[src/core/sap_defs.vh]
// Register map, field positions, reset values and codes of the serial audio port
`ifndef SAP_DEFS_VH
`define SAP_DEFS_VH

// ----------------------------------------------------------------
// Register map
// ----------------------------------------------------------------
`define CTRL_OFFSET 8'h00
`define CTRL_BITS 17
`define CTRL_RESET 17'h02454

// ----------------------------------------------------------------
// Field positions of the control register
// ----------------------------------------------------------------
`define F_MASTER 0
`define F_WORD_LO 1
`define F_IN_LO 3
`define F_OUT_LO 5
`define F_RATIO_LO 7
`define F_TDM_LO 9
`define F_MDIV_LO 11
`define F_BDIV_LO 13
`define F_UNDER 27

// ----------------------------------------------------------------
// Framing codes
// ----------------------------------------------------------------
`define FMT_LJ 2'h0
`define FMT_RJ 2'h1
`define FMT_I2S 2'h2
`define FMT_TDM 2'h3

// ----------------------------------------------------------------
// Word lengths, slot length and ratio steps (bit clocks), master clock divider limit
// ----------------------------------------------------------------
`define WLEN_16 9'h010
`define WLEN_20 9'h014
`define WLEN_24 9'h018
`define WLEN_32 9'h020
`define TDM_SLOT 9'h020
`define RATIO_STEP 9'h040
`define MDIV_MAX 2'h2

`endif

[src/core/serial_audio_port.v]
// Serial audio port with clock-role logic, four input and four output lines
// Contract
// Master role drives master, bit, frame clocks
// Slave role takes all three clocks in
// Role comes from control register clock_role_and_format_control
// Master clock stays within 6 to 24.576 MHz
// Slave works with any master clock ratio
// Outside system handles clock faults itself
// Four serial inputs and four serial outputs
// Frame rates 32 to 192 kHz accepted
// Word size 16, 20, 24 or 32
// All lines: left, right justified, I2S
// Only first lines carry 4/6/8 channel TDM
// Formats and word size from register clock_role_and_format_control
// One input format, one output format
// Bit clock 64, 128, 192, 256 frames
// Control writes set port mode and clocks
// Separate receive and transmit bit clock outputs
// Received samples delivered as 48-bit words
// Output samples taken as 32-bit words, four buses
// MSB first; I2S one bit delayed
// Master bit/frame clocks derived from master clock
`include "sap_defs.vh"

module serial_audio_port #(
  parameter FIFO_DEPTH = 4,
  parameter FIFO_AW = 2
) (
  input wire clock_in,
  input wire rst_in,
  input wire ce_in,
  input wire reg_wr_in,
  input wire reg_rd_in,
  input wire [7:0] reg_addr_in,
  input wire [31:0] reg_wdata_in,
  output reg [31:0] reg_rdata_out,
  input wire master_clock_input,
  output wire master_clock_out,
  input wire bit_clock_in,
  output wire receive_bit_clock_out,
  output wire transmit_bit_clock_out,
  input wire frame_clock_in,
  output wire frame_clock_out,
  output wire frame_clock_oe_out,
  input wire serial_in_primary,
  input wire serial_in_second,
  input wire serial_in_third,
  input wire serial_in_fourth,
  output wire serial_out_primary,
  output wire serial_out_second,
  output wire serial_out_third,
  output wire serial_out_fourth,
  input wire [127:0] tx_word_in,
  input wire tx_valid_in,
  output wire tx_ready_out,
  output wire [191:0] rx_word_out,
  output wire [3:0] rx_valid_out,
  output reg [2:0] rx_chan_out
);

  // ----------------------------------------------------------------
  // Control register and decoded fields
  // ----------------------------------------------------------------
  reg [`CTRL_BITS-1:0] ctrl_q; // Role, formats, ratios, dividers
  reg under_q; // Sticky transmit underrun

  wire master = ctrl_q[`F_MASTER];
  wire [1:0] word_code = ctrl_q[`F_WORD_LO+1:`F_WORD_LO];
  wire [1:0] in_fmt = ctrl_q[`F_IN_LO+1:`F_IN_LO];
  wire [1:0] out_fmt = ctrl_q[`F_OUT_LO+1:`F_OUT_LO];
  wire [1:0] ratio_code = ctrl_q[`F_RATIO_LO+1:`F_RATIO_LO];
  wire [1:0] tdm_code = ctrl_q[`F_TDM_LO+1:`F_TDM_LO];
  wire [1:0] mdiv = ctrl_q[`F_MDIV_LO+1:`F_MDIV_LO];
  wire [3:0] bdiv = ctrl_q[`F_BDIV_LO+3:`F_BDIV_LO];

  // Word length in bits
  wire [8:0] wlen = (word_code == 2'h0) ? `WLEN_16 :
                    (word_code == 2'h1) ? `WLEN_20 :
                    (word_code == 2'h2) ? `WLEN_24 : `WLEN_32;
  // Bit clocks per frame for two-channel framing
  wire [8:0] ratio_fld = {1'b0, ratio_code, 6'h00} + `RATIO_STEP;
  // Channel count of a multiplexed frame
  wire [3:0] tdm_ch = (tdm_code == 2'h0) ? 4'h4 : (tdm_code == 2'h1) ? 4'h6 : 4'h8;
  wire any_tdm = (in_fmt == `FMT_TDM) | (out_fmt == `FMT_TDM);
  // Frame length follows channel count when multiplexed
  wire [8:0] frame_len = any_tdm ? {tdm_ch, 5'h00} : ratio_fld;
  wire [8:0] half_len = {1'b0, ratio_fld[8:1]};
  // Clamp keeps the generated master clock inside its legal band
  wire [1:0] mdiv_eff = (mdiv > `MDIV_MAX) ? `MDIV_MAX : mdiv;

  // ----------------------------------------------------------------
  // Pin synchronisers
  // ----------------------------------------------------------------
  reg [6:0] sync1_q; // First stage, read only by second stage
  reg [6:0] sync2_q; // Second stage
  wire [6:0] raw_pins = {master_clock_input, frame_clock_in, bit_clock_in,
                         serial_in_fourth, serial_in_third, serial_in_second,
                         serial_in_primary};
  wire [3:0] sdin_s = sync2_q[3:0];
  wire bclk_s = sync2_q[4];
  wire lr_s = sync2_q[5];
  wire mclk_s = sync2_q[6];

  // Two-flop capture of every outside pin
  always @(posedge clock_in or posedge rst_in) begin
    if (rst_in) begin
      sync1_q <= 7'h00;
      sync2_q <= 7'h00;
    end else if (ce_in) begin
      sync1_q <= raw_pins;
      sync2_q <= sync1_q;
    end
  end

  // ----------------------------------------------------------------
  // Clock generation in master role
  // ----------------------------------------------------------------
  reg [1:0] mcnt_q; // Master clock divider
  reg mclk_q; // Generated master clock
  reg [3:0] bcnt_q; // Master clock edges per bit clock half
  reg bclk_m_q; // Generated bit clock
  reg bclk_prev_q; // Last sampled bit clock in slave role
  reg [8:0] fcnt_q; // Bit position in generated frame
  reg lr_m_q; // Generated frame clock

  wire mtog = master & (mcnt_q == mdiv_eff);
  wire mrise = mtog & ~mclk_q;
  wire btog = mrise & (bcnt_q == bdiv);
  wire m_rise = btog & ~bclk_m_q;
  wire m_fall = btog & bclk_m_q;
  // In slave role the sampled bit clock alone times the port, so
  // the master clock frequency need not relate to the frame rate
  wire s_rise = ~master & bclk_s & ~bclk_prev_q;
  wire s_fall = ~master & ~bclk_s & bclk_prev_q;
  wire rise = ce_in & (m_rise | s_rise);
  wire fall = ce_in & (m_fall | s_fall);

  wire [8:0] fcnt_inc = fcnt_q + 9'h001;
  wire [8:0] fcnt_nx = (fcnt_inc >= frame_len) ? 9'h000 : fcnt_inc;
  // Frame clock high for first slot (TDM) or first half (two-channel)
  wire lr_m_nx = any_tdm ? (fcnt_nx < `TDM_SLOT) : (fcnt_nx < half_len);
  wire lr_now = master ? lr_m_nx : lr_s;

  // Dividers run only while this end owns the clocks
  always @(posedge clock_in or posedge rst_in) begin
    if (rst_in) begin
      mcnt_q <= 2'h0;
      mclk_q <= 1'b0;
      bcnt_q <= 4'h0;
      bclk_m_q <= 1'b0;
      bclk_prev_q <= 1'b0;
      fcnt_q <= 9'h000;
      lr_m_q <= 1'b0;
    end else if (ce_in) begin
      bclk_prev_q <= bclk_s;
      if (!master) begin
        // Idle generators in slave role
        mcnt_q <= 2'h0;
        mclk_q <= 1'b0;
        bcnt_q <= 4'h0;
        bclk_m_q <= 1'b0;
        fcnt_q <= 9'h000;
        lr_m_q <= 1'b0;
      end else begin
        mcnt_q <= mtog ? 2'h0 : mcnt_q + 2'h1;
        if (mtog) begin
          mclk_q <= ~mclk_q;
        end
        if (mrise) begin
          bcnt_q <= btog ? 4'h0 : bcnt_q + 4'h1;
        end
        if (btog) begin
          bclk_m_q <= ~bclk_m_q;
        end
        if (m_fall) begin
          fcnt_q <= fcnt_nx;
          lr_m_q <= lr_m_nx;
        end
      end
    end
  end

  // ----------------------------------------------------------------
  // Frame position tracking, one tracker per direction
  // ----------------------------------------------------------------
  reg lr_last_q; // Frame clock at previous falling bit clock
  reg [17:0] pos_q; // Bit position: [8:0] receive, [17:9] transmit
  reg rx_win_q; // Receive bit belongs to a word
  reg rx_last_q; // Receive bit is last of its word
  reg [2:0] rx_slot_q; // Receive channel slot
  wire [17:0] pos_nx;
  wire [1:0] win_nx;
  wire [1:0] first_nx;
  wire [1:0] last_nx;
  wire [5:0] slot_nx;

  genvar d;
  generate
    for (d = 0; d < 2; d = d + 1) begin : g_dir
      wire [1:0] fmt = (d == 0) ? in_fmt : out_fmt;
      wire tdm = (fmt == `FMT_TDM);
      wire fedge = tdm ? (lr_now & ~lr_last_q) : (lr_now ^ lr_last_q);
      wire [8:0] pn = fedge ? 9'h000 : pos_q[9*d+8:9*d] + 9'h001;
      wire [8:0] off = tdm ? {4'h0, pn[4:0]} : pn;
      wire chan = (fmt == `FMT_I2S) ? lr_now : ~lr_now;
      wire [2:0] slot = tdm ? pn[7:5] : {2'b00, chan};
      // Word start inside its slot for each framing
      wire [8:0] start = (fmt == `FMT_RJ) ?
                         ((half_len > wlen) ? half_len - wlen : 9'h000) :
                         (fmt == `FMT_I2S) ? 9'h001 : 9'h000;
      wire slot_ok = tdm ? ({1'b0, slot} < tdm_ch) : 1'b1;
      wire [8:0] stop = start + wlen;
      assign pos_nx[9*d+8:9*d] = pn;
      assign slot_nx[3*d+2:3*d] = slot;
      assign win_nx[d] = slot_ok & (off >= start) & (off < stop);
      assign first_nx[d] = win_nx[d] & (off == start);
      assign last_nx[d] = win_nx[d] & (off == stop - 9'h001);
    end
  endgenerate

  // Positions move on every falling bit clock
  always @(posedge clock_in or posedge rst_in) begin
    if (rst_in) begin
      lr_last_q <= 1'b0;
      pos_q <= 18'h00000;
      rx_win_q <= 1'b0;
      rx_last_q <= 1'b0;
      rx_slot_q <= 3'h0;
    end else if (fall) begin
      lr_last_q <= lr_now;
      pos_q <= pos_nx;
      rx_win_q <= win_nx[0];
      rx_last_q <= last_nx[0];
      rx_slot_q <= slot_nx[2:0];
    end
  end

  // ----------------------------------------------------------------
  // Transmit buffer
  // ----------------------------------------------------------------
  wire [127:0] fifo_data;
  wire fifo_valid;
  wire fifo_pop = fall & first_nx[1];

  sap_fifo #(
    .WIDTH(128),
    .DEPTH(FIFO_DEPTH),
    .AW(FIFO_AW)
  ) u_tx_fifo (
    .clock_in(clock_in),
    .rst_in(rst_in),
    .ce_in(ce_in),
    .in_data_in(tx_word_in),
    .in_valid_in(tx_valid_in),
    .in_ready_out(tx_ready_out),
    .out_data_out(fifo_data),
    .out_valid_out(fifo_valid),
    .out_ready_in(fifo_pop)
  );

  // ----------------------------------------------------------------
  // Per-line receive and transmit shifters
  // ----------------------------------------------------------------
  wire [5:0] lsh = 6'h20 - wlen[5:0]; // Left-align short words
  wire [3:0] sout_q; // Serial output levels

  genvar i;
  generate
    for (i = 0; i < 4; i = i + 1) begin : g_line
      wire rx_act = (i == 0) | (in_fmt != `FMT_TDM);
      wire tx_act = (i == 0) | (out_fmt != `FMT_TDM);
      reg [31:0] rsh_q; // Receive shifter
      reg [47:0] rword_q; // Delivered word
      reg rvld_q; // Delivery strobe
      reg [31:0] tsh_q; // Transmit shifter, current bit at top
      reg so_q; // Output bit of this line
      wire [31:0] rnx = {rsh_q[30:0], sdin_s[i]};
      wire [31:0] ralign = rnx << lsh;
      assign sout_q[i] = so_q;
      assign rx_word_out[48*i+47:48*i] = rword_q;
      assign rx_valid_out[i] = rvld_q;

      // Sample on rising bit clock, MSB arrives first
      always @(posedge clock_in or posedge rst_in) begin
        if (rst_in) begin
          rsh_q <= 32'h00000000;
          rword_q <= 48'h000000000000;
          rvld_q <= 1'b0;
        end else if (ce_in) begin
          rvld_q <= rise & rx_win_q & rx_last_q & rx_act;
          if (rise & rx_win_q & rx_act) begin
            rsh_q <= rnx;
          end
          if (rise & rx_win_q & rx_last_q & rx_act) begin
            rword_q <= {ralign, 16'h0000};
          end
        end
      end

      // Shift out on falling bit clock; empty buffer sends zeros
      always @(posedge clock_in or posedge rst_in) begin
        if (rst_in) begin
          tsh_q <= 32'h00000000;
          so_q <= 1'b0;
        end else if (fall) begin
          if (first_nx[1]) begin
            tsh_q <= fifo_valid ? fifo_data[32*i+31:32*i] : 32'h00000000;
            so_q <= tx_act & fifo_valid & fifo_data[32*i+31];
          end else begin
            tsh_q <= {tsh_q[30:0], 1'b0};
            so_q <= tx_act & win_nx[1] & tsh_q[30];
          end
        end
      end
    end
  endgenerate

  assign serial_out_primary = sout_q[0];
  assign serial_out_second = sout_q[1];
  assign serial_out_third = sout_q[2];
  assign serial_out_fourth = sout_q[3];

  // Slot of the word just delivered, common to all lines
  always @(posedge clock_in or posedge rst_in) begin
    if (rst_in) begin
      rx_chan_out <= 3'h0;
    end else if (rise & rx_win_q & rx_last_q) begin
      rx_chan_out <= rx_slot_q;
    end
  end

  // ----------------------------------------------------------------
  // Clock pins
  // ----------------------------------------------------------------
  // Master role drives all three clocks; slave role repeats the bit
  // clock it samples on both bit clock outputs
  assign master_clock_out = master & mclk_q;
  assign receive_bit_clock_out = master ? bclk_m_q : bclk_prev_q;
  assign transmit_bit_clock_out = master ? bclk_m_q : bclk_prev_q;
  assign frame_clock_out = lr_m_q;
  assign frame_clock_oe_out = master;

  // ----------------------------------------------------------------
  // Control register access
  // ----------------------------------------------------------------
  wire ctrl_hit = (reg_addr_in == `CTRL_OFFSET);
  wire under_set = fifo_pop & ~fifo_valid;
  wire under_clr = reg_wr_in & ctrl_hit & reg_wdata_in[`F_UNDER];

  // Writes to the control register set role, formats and clocks
  always @(posedge clock_in or posedge rst_in) begin
    if (rst_in) begin
      ctrl_q <= `CTRL_RESET;
      under_q <= 1'b0;
    end else if (ce_in) begin
      if (reg_wr_in & ctrl_hit) begin
        ctrl_q <= reg_wdata_in[`CTRL_BITS-1:0];
      end
      // A new underrun wins over a clear in the same cycle
      under_q <= under_set | (under_q & ~under_clr);
    end
  end

  // Registered read: live pin levels and underrun above the settings
  always @(posedge clock_in or posedge rst_in) begin
    if (rst_in) begin
      reg_rdata_out <= 32'h00000000;
    end else if (ce_in & reg_rd_in) begin
      if (ctrl_hit) begin
        reg_rdata_out <= {4'h0, under_q, mclk_s, receive_bit_clock_out,
                          lr_now, 7'h00, ctrl_q};
      end else begin
        reg_rdata_out <= 32'h00000000;
      end
    end
  end

endmodule

[src/core/sap_fifo.v]
// Small synchronous FIFO with valid and ready on both sides

module sap_fifo #(
  parameter WIDTH = 128,
  parameter DEPTH = 4,
  parameter AW = 2
) (
  input wire clock_in,
  input wire rst_in,
  input wire ce_in,
  input wire [WIDTH-1:0] in_data_in,
  input wire in_valid_in,
  output wire in_ready_out,
  output wire [WIDTH-1:0] out_data_out,
  output wire out_valid_out,
  input wire out_ready_in
);

  // ----------------------------------------------------------------
  // Storage and pointers
  // ----------------------------------------------------------------
  reg [WIDTH-1:0] mem [0:DEPTH-1]; // Entry storage
  reg [AW-1:0] wr_q; // Write pointer
  reg [AW-1:0] rd_q; // Read pointer
  reg [AW:0] cnt_q; // Fill level

  wire push = ce_in & in_valid_in & in_ready_out;
  wire pop = ce_in & out_valid_out & out_ready_in;

  assign in_ready_out = (cnt_q != DEPTH[AW:0]);
  assign out_valid_out = (cnt_q != {(AW+1){1'b0}});
  assign out_data_out = mem[rd_q];

  // Pointer and level update, wrapping at DEPTH
  always @(posedge clock_in or posedge rst_in) begin
    if (rst_in) begin
      wr_q <= {AW{1'b0}};
      rd_q <= {AW{1'b0}};
      cnt_q <= {(AW+1){1'b0}};
    end else begin
      if (push) begin
        wr_q <= (wr_q == DEPTH[AW-1:0] - 1'b1) ? {AW{1'b0}} : wr_q + 1'b1;
      end
      if (pop) begin
        rd_q <= (rd_q == DEPTH[AW-1:0] - 1'b1) ? {AW{1'b0}} : rd_q + 1'b1;
      end
      if (push & ~pop) begin
        cnt_q <= cnt_q + 1'b1;
      end else if (pop & ~push) begin
        cnt_q <= cnt_q - 1'b1;
      end
    end
  end

  // Data write, no reset needed
  always @(posedge clock_in) begin
    if (push) begin
      mem[wr_q] <= in_data_in;
    end
  end

endmodule

[config.mk]
export PLATFORM = sky130hd
export DESIGN_NAME = serial_audio_port
export DESIGN_NICKNAME = d
export VERILOG_FILES = /design/src/core/serial_audio_port.v /design/src/core/sap_fifo.v
export VERILOG_INCLUDE_DIRS = /design/src /design/src/core
export SDC_FILE = /design/constraint.sdc
export NUM_CORES = 2
export LEC_CHECK = 0
export BUFFER_PORTS_ARGS = -buffer_cell sky130_fd_sc_hd__buf_2
export CELL_PAD_IN_SITES_DETAIL_PLACEMENT = 0
export CELL_PAD_IN_SITES_GLOBAL_PLACEMENT = 1
export CORE_MARGIN = 2
export CORE_UTILIZATION = 45
export CTS_CLUSTER_SIZE = 40
export DETAILED_ROUTE_END_ITERATION = 10
export PLACE_DENSITY_LB_ADDON = 0.1
export SKIP_LAST_GASP = 1
export SYNTH_ARGS = -nofsm -noshare
export SYNTH_HDL_FRONTEND = slang
export SYNTH_HIERARCHICAL = 1
export SYNTH_SLANG_ARGS = --single-unit
[constraint.sdc]
create_clock -name clock_in -period 18.8 [get_ports clock_in]
set_clock_uncertainty 0.15 [all_clocks]
set_input_delay 2.82 -clock clock_in [delete_from_list [all_inputs] [get_ports clock_in]]
set_output_delay 2.82 -clock clock_in [all_outputs]
set_load 0.05 [all_outputs]
Yosys cells after proc, flatten, opt, wreduce, memory -nomap -nowiden
Memory sizes are Yosys's and may differ from the RTL's.
Index checks and enable logic that the tools add are counted.
Storage, ports and cells
  flip-flop bits (word level): 499
  RAM bits: 512
  bits of input ports: 181
  output and inout bits: 241
  word-level logic and storage cells: 227
  memories: 1
Memories
  u_tx_fifo.mem: depth 4, bits a word 128, read ports 1, clocked after memory_dff 0, write ports 1, line sap_fifo.v:22  | reg [WIDTH-1:0] mem [0:DEPTH-1];
Cells by class
  $add $sub $neg: 15
  $lt $le $gt $ge: 11
  eq/ne operators: 22
  shift operators: 4
  multiplexer cells: 60
  bitwise logic cells: 61
  reduce and logical (&&, ||, !) cells: 14
Operators by type and width (number)
  $mux 31: 8
  $shl 32x6->32: 4
  $mux 9: 11
  $and 1x1->1: 45
  $mux 28: 1
  $add 9x1->9 const B: 3
  $ge 9x9->1: 3
  $mux 1: 23
  $mux 4: 5
  $add 9x6->9: 2
  $eq 9x9->1: 2
  $lt 9x9->1: 2
  $mux 6: 3
  $reduce_and 2->1: 9
  $eq 2x2->1 const B: 7
  $mux 3: 4
  $not 1->1: 11
  $mux 2: 5
  $add 8x7->9 const B: 1
  $lt 9x6->1 const B: 1
  $lt 9x8->1: 1
  $sub 8x6->9: 1
  $sub 9x1->9 const B: 1
  $eq 2x1->1 const B: 4
  other kinds (19): 30

Logic depth before layout (Yosys ltp)
  depth after elaboration: 23
  depth in mapped cells: 34
  gate-level depth less buffers: 33

Hierarchy
The synthesis kept the hierarchy.
By module, submodules not included
  serial_audio_port: instances 1, cells each 2629, area each 25737.2 um^2, seq. area each 12042.8 um^2
  sap_fifo: instances 1, cells each 708, area each 18905.6 um^2, seq. area each 15549.9 um^2

Worst setup path after synthesis
No wires, ideal clock.
  path type: input port to flip-flop
  start point: input port ce_in
  end point: memory u_tx_fifo.mem[0][0] (enable)
  setup time: 502 ps
  data arrival time: 6173 ps
  data required time: 18148 ps
  path slack: 11975 ps
  stages on the path: 3
  path buffers: 0
  cell sequence: nand2_1 a21oi_1 and2_1
Between the ends
  longest elaborated chain between the ends: 4
Ends and longest elaborated chain
  from (decl): line serial_audio_port.v:31  | input wire ce_in,
  $and 1x1->1 (2 in a row): line sap_fifo.v:27  | wire push = ce_in & in_valid_in & in_ready_out;
  via u_tx_fifo.push: line sap_fifo.v:27
  $mux 1: line sap_fifo.v:57  | if (push) begin
  $mux 1 (implied by the code): line sap_fifo.v:58  | mem[wr_q] <= in_data_in;
  to (decl): line sap_fifo.v:22
The timed path passes the listed nets, and every way through them passes these cells.

Worst setup path in the final report
  start point: register fcnt_q[0]
  end point: register u_tx_fifo.cnt_q[1]
Between the ends
  elaborated cells on any way between the ends: 30
  those cells by class: add/sub: 1; order compare: 6; eq/ne: 1; mux: 10; bitwise: 11; reduce/logical: 1
RTL lines
  from (decl): line serial_audio_port.v:123  | reg [8:0] fcnt_q;
  from (signal assigned): line serial_audio_port.v:176  | fcnt_q <= fcnt_nx;
  $add 9x1->9 *: line serial_audio_port.v:138  | wire [8:0] fcnt_inc = fcnt_q + 9'h001;
  $ge 9x9->1: line serial_audio_port.v:139  | wire [8:0] fcnt_nx = (fcnt_inc >= frame_len) ? 9'h000 : fcnt_inc;
  $mux 9 *: line serial_audio_port.v:139
  $lt 9x8->1 / $lt 9x6->1 (equally long branches)
  $mux 1 *: line serial_audio_port.v:141  | wire lr_m_nx = any_tdm ? (fcnt_nx < `TDM_SLOT) : (fcnt_nx < half_len);
  $mux 1 *: line serial_audio_port.v:142  | wire lr_now = master ? lr_m_nx : lr_s;
  via lr_now: line serial_audio_port.v:142
  $xor 1x1->1 / $and 1x1->1 (equally long branches): line serial_audio_port.v:202  | wire fedge = tdm ? (lr_now & ~lr_last_q) : (lr_now ^ lr_last_q);
  [... 3 more ...]
  via g_dir[1].off[4]: line serial_audio_port.v:204  | wire [8:0] off = tdm ? {4'h0, pn[4:0]} : pn;
  [... 1 more ...]
  $and 1x1->1 (2 in a row): line serial_audio_port.v:215  | assign win_nx[d] = slot_ok & (off >= start) & (off < stop);
  $and 1x1->1 *: line serial_audio_port.v:216  | assign first_nx[d] = win_nx[d] & (off == start);
  $and 1x1->1 *: line serial_audio_port.v:243  | wire fifo_pop = fall & first_nx[1];
  via fifo_pop: line serial_audio_port.v:243
  $and 1x1->1 *: line sap_fifo.v:28  | wire pop = ce_in & out_valid_out & out_ready_in;
  $not 1->1: line sap_fifo.v:47  | if (push & ~pop) begin
  $and 1x1->1: line sap_fifo.v:47
  $mux 3 / $reduce_bool 2->1 (equally long branches)
  to (signal assigned): line sap_fifo.v:39  | cnt_q <= {(AW+1){1'b0}};
  to (signal assigned): line sap_fifo.v:48  | cnt_q <= cnt_q + 1'b1;
  to (signal assigned): line sap_fifo.v:50  | cnt_q <= cnt_q - 1'b1;
  to (decl): line sap_fifo.v:25  | reg [AW:0] cnt_q;
The timed path passes the listed nets; every way through them passes the cells marked *.
A chain may end at the register's enable or synchronous reset.

==> results by group <==
Synth
  • Top-count cell post-synth: edfxtp_1
  • Yosys reg bits: 1,000
  • Predominant post-synthesis flop cell: edfxtp_1
  • Mean Syn Cell Area: 13.4 µm²
  • Ranking of synthesized cells by area: edfxtp_1, dfrtp_1, mux4_2
  • Yosys warns: 6
  • Post-synth top area share: 0.344
  • Async S/R FF share, synth: 0.488
  • Synth area leader: edfxtp_1
  • Sequential-to-total area share from yosys stat: 0.618
  • Library cells used by synthesis: 86
  • Synth cell count leaders: edfxtp_1, dfrtp_1, nand2_1, nand3_1, mux2_2
  • Cells after synthesis: 3,337
  • Post-synth EDFFs: 512
  • Post-Syn Area: 44,600 µm²

Clock network
  • TritonCTS clock tree: yes
  • Cts hold-fix bufs: 0
  • CTS-repair resized insts: 0
  • H-tree depth: 3
  • Clock transition at path regs: 0.06 ns
  • Post-CTS Setup Bufs: 0
  • Clock latency on the worst-skew pair: 0.69 ns
  • CTS root buf: clkbuf_16
  • CTS Sinks: 1,000
  • Inserted Clock Buffers: 106
  • Clock buffer depth: 3

Floorplan
  • Row Count: 115
  • Die area: 102,000 µm²
  • Core area: 98,400 µm²
  • Top Ports: 422
  • Die width: 319 µm
  • Die Y: 319 µm
  • Initial core utilization: 0.454

Critical path
  • Worst r2r src: fcnt_q[0]$_DFFE_PP0P_
  • Crit. Startpoint: fcnt_q[0]$_DFFE_PP0P_
  • Crit Path Max Fanout: 14
  • Critical path type: register to register
  • Critical path launch point type: register
  • Slowest CP cell: dfrtp_1
  • Crit path required time: 19.23 ns
  • Worst path top cell family by delay: simple AND/OR/NAND/NOR gates
  • Critical path capture point type: register
  • CP Buf/Inv Count: 2
  • CP Data Arrival Time: 8.94 ns
  • CP dominant cell by count: ha_1
  • Crit path largest cell delay: 0.59 ns

GRT
  • GRT overflow: 0
  • First-pass GRT wire length: 170 mm
  • GRT Util Overall: 0.212
  • Largest net degree at the start of global routing: 159
  • Vias in the first global route: 28,700
  • Initial antenna violation count: 32

Route
  • Via Count: 27,900
  • Detail Route Antenna Nets: 0
  • Initial DRC count: 1,964
  • Detailed-router iteration count before antenna repair: 5
  • Wire length per cell: 21.7 µm
  • Drt via density: 5.62
  • Residual DRC: 0
  • Routed WL: 108 mm

STA
  • Final Hold Viols: 0
  • Hold slack: 0.311 ns
  • Min cycle time layout: 8.51 ns
  • Worst slew pin tran: 1.22 ns
  • Rel. slew slack: 0.186
  • Setup Viol. Count Final: 0
  • RSZ-0062 raised after global routing: no
  • Final setup TNS: 0 ns
  • Max Fclk: 117 MHz
  • Max Slew Vio Count: 0
  • Final worst-path cycle share: 0.453

Placed design
  • Hpwl dp: 66.8 mm
  • Placement Cell Area: 46,900 µm²
  • Placer Congestion: 0.835
  • IO buf count: 332

Power and ir drop
  • P_leak: 20.6 nW
  • Pwr/cell area: 122 nW/µm²
  • Peak VDD IR: 95.7 µV

Final layout
  • Fraction of layout cells with a size suffix above 1: 0.248
  • # nets final: 3,829
  • Design area: 50,400 µm²
  • Fin util: 0.512
  • Synthesis-to-finish area growth: 12.9%
  • Layout fillers: 8,545

Hold path
  • HP Start: g_line[3].rword_q[40]$_DFFE_PP0P_
  • Worst min-delay path class: register to register

Flow run
  • Max Cap Viol: 0

Status
  • Status: complete, no violations
power breakdown:
part	leakage [nW]	internal, mW	switching (mW)	total, mW
clock	1.68	1.16	0.870	2.03
combinational	7.70	0.472	0.821	1.29
sequential	11.2	2.62	0.186	2.80
total	20.6	4.25	1.88	6.13
layout by cell type, fill, tap and decap left out, types with 55 or more instances in the layout:
master	instances
nand4_1	138
edfxtp_1	512
nor2_1	88
mux2i_1	86
o31ai_1	60
inv_1	55
o21ai_0	109
buf_2	332
nand3_1	279
clkbuf_16	107
mux4_2	131
ha_1	64
dfrtp_1	481
nand2_1	426
mux2_2	205
conb_1	75
final timing paths:
kind / endpoint / slack (ns) / cells after the start
setup / recovery: u_tx_fifo/cnt_q[1]$_DFFE_PP0P_ / 10.29 / 29
hold / removal: g_line[3].rword_q[40]$_DFFE_PP0P_ / 0.31 / 2
setup reg to reg: u_tx_fifo/cnt_q[1]$_DFFE_PP0P_ / 10.29 / 29
hold reg to reg: g_line[3].rword_q[40]$_DFFE_PP0P_ / 0.31 / 2
max in group asynchronous: rx_slot_q[2]$_DFFE_PP0P_ / 13.37 / 5
min in group asynchronous: u_tx_fifo/rd_q[1]$_DFFE_PP0P_ / 2.01 / 2
registers in the layout, indices dropped and copies added (netlist names), 3 cells and up:
name,cells
u_tx_fifo/mem,512
reg_rdata_out,21
g_line.rsh_q,124
bcnt_q,4
rx_slot_q,3
g_line.rword_q,128
sync2_q,7
rx_chan_out,3
sync1_q,7
ctrl_q,17
g_line.tsh_q,124
pos_q,18
u_tx_fifo/cnt_q,3
fcnt_q,9
routing by layer:
metal,GRT usage,vias up,share of wire
li1,-,12800,-
met1,0.287,14200,0.44
met2,0.343,699,0.48
met3,0.0554,179,0.068
met4,0.0498,36,0.019
met5,0,-,0.0021
cells by family (layout without fill, tap and decap cells):
group	Yosys count	count (layout)	share of synthesized area
other	1	86	0.0000840
and+or+nand+nor	1038	1038	0.110
adders and majority gates	70	70	0.0201
AOI/OAI and AO/OA	388	388	0.0607
DFF	1000	1000	0.618
muxes	430	430	0.139
xor gates and xnor gates	42	42	0.00916
buffers and inverters	368	628	0.0429
stage by stage:
step	worst slack, ns	std cells	power, mW
finish	10.29	4969	6.13
global route	9.65	4964	6.45
detailed placement	10.31	4758	4.17
CTS	10.32	4958	6.22
floorplan	2.42	3411	3.82
global placement	10.39	4758	4.14
worst min-delay path: cells and delay by family (launching register included):
family        cells  cell delay [ns]
flops             1             0.34
simple gates      2             0.09
cell type report:
type / instances / area (µm²) / share of cell area
inverter: 58 / 225 / 0.00447
timing repair buffer: 370 / 1980 / 0.0394
clock inverter: 51 / 469 / 0.00931
antenna: 11 / 27.5 / 0.000546
sequential: 1000 / 27600 / 0.548
tap: 1287 / 1610 / 0.0319
clock buffer: 149 / 2980 / 0.0590
multi-input combinational: 2043 / 15500 / 0.308
No activity file was read; power rests on OpenSTA's default activity.
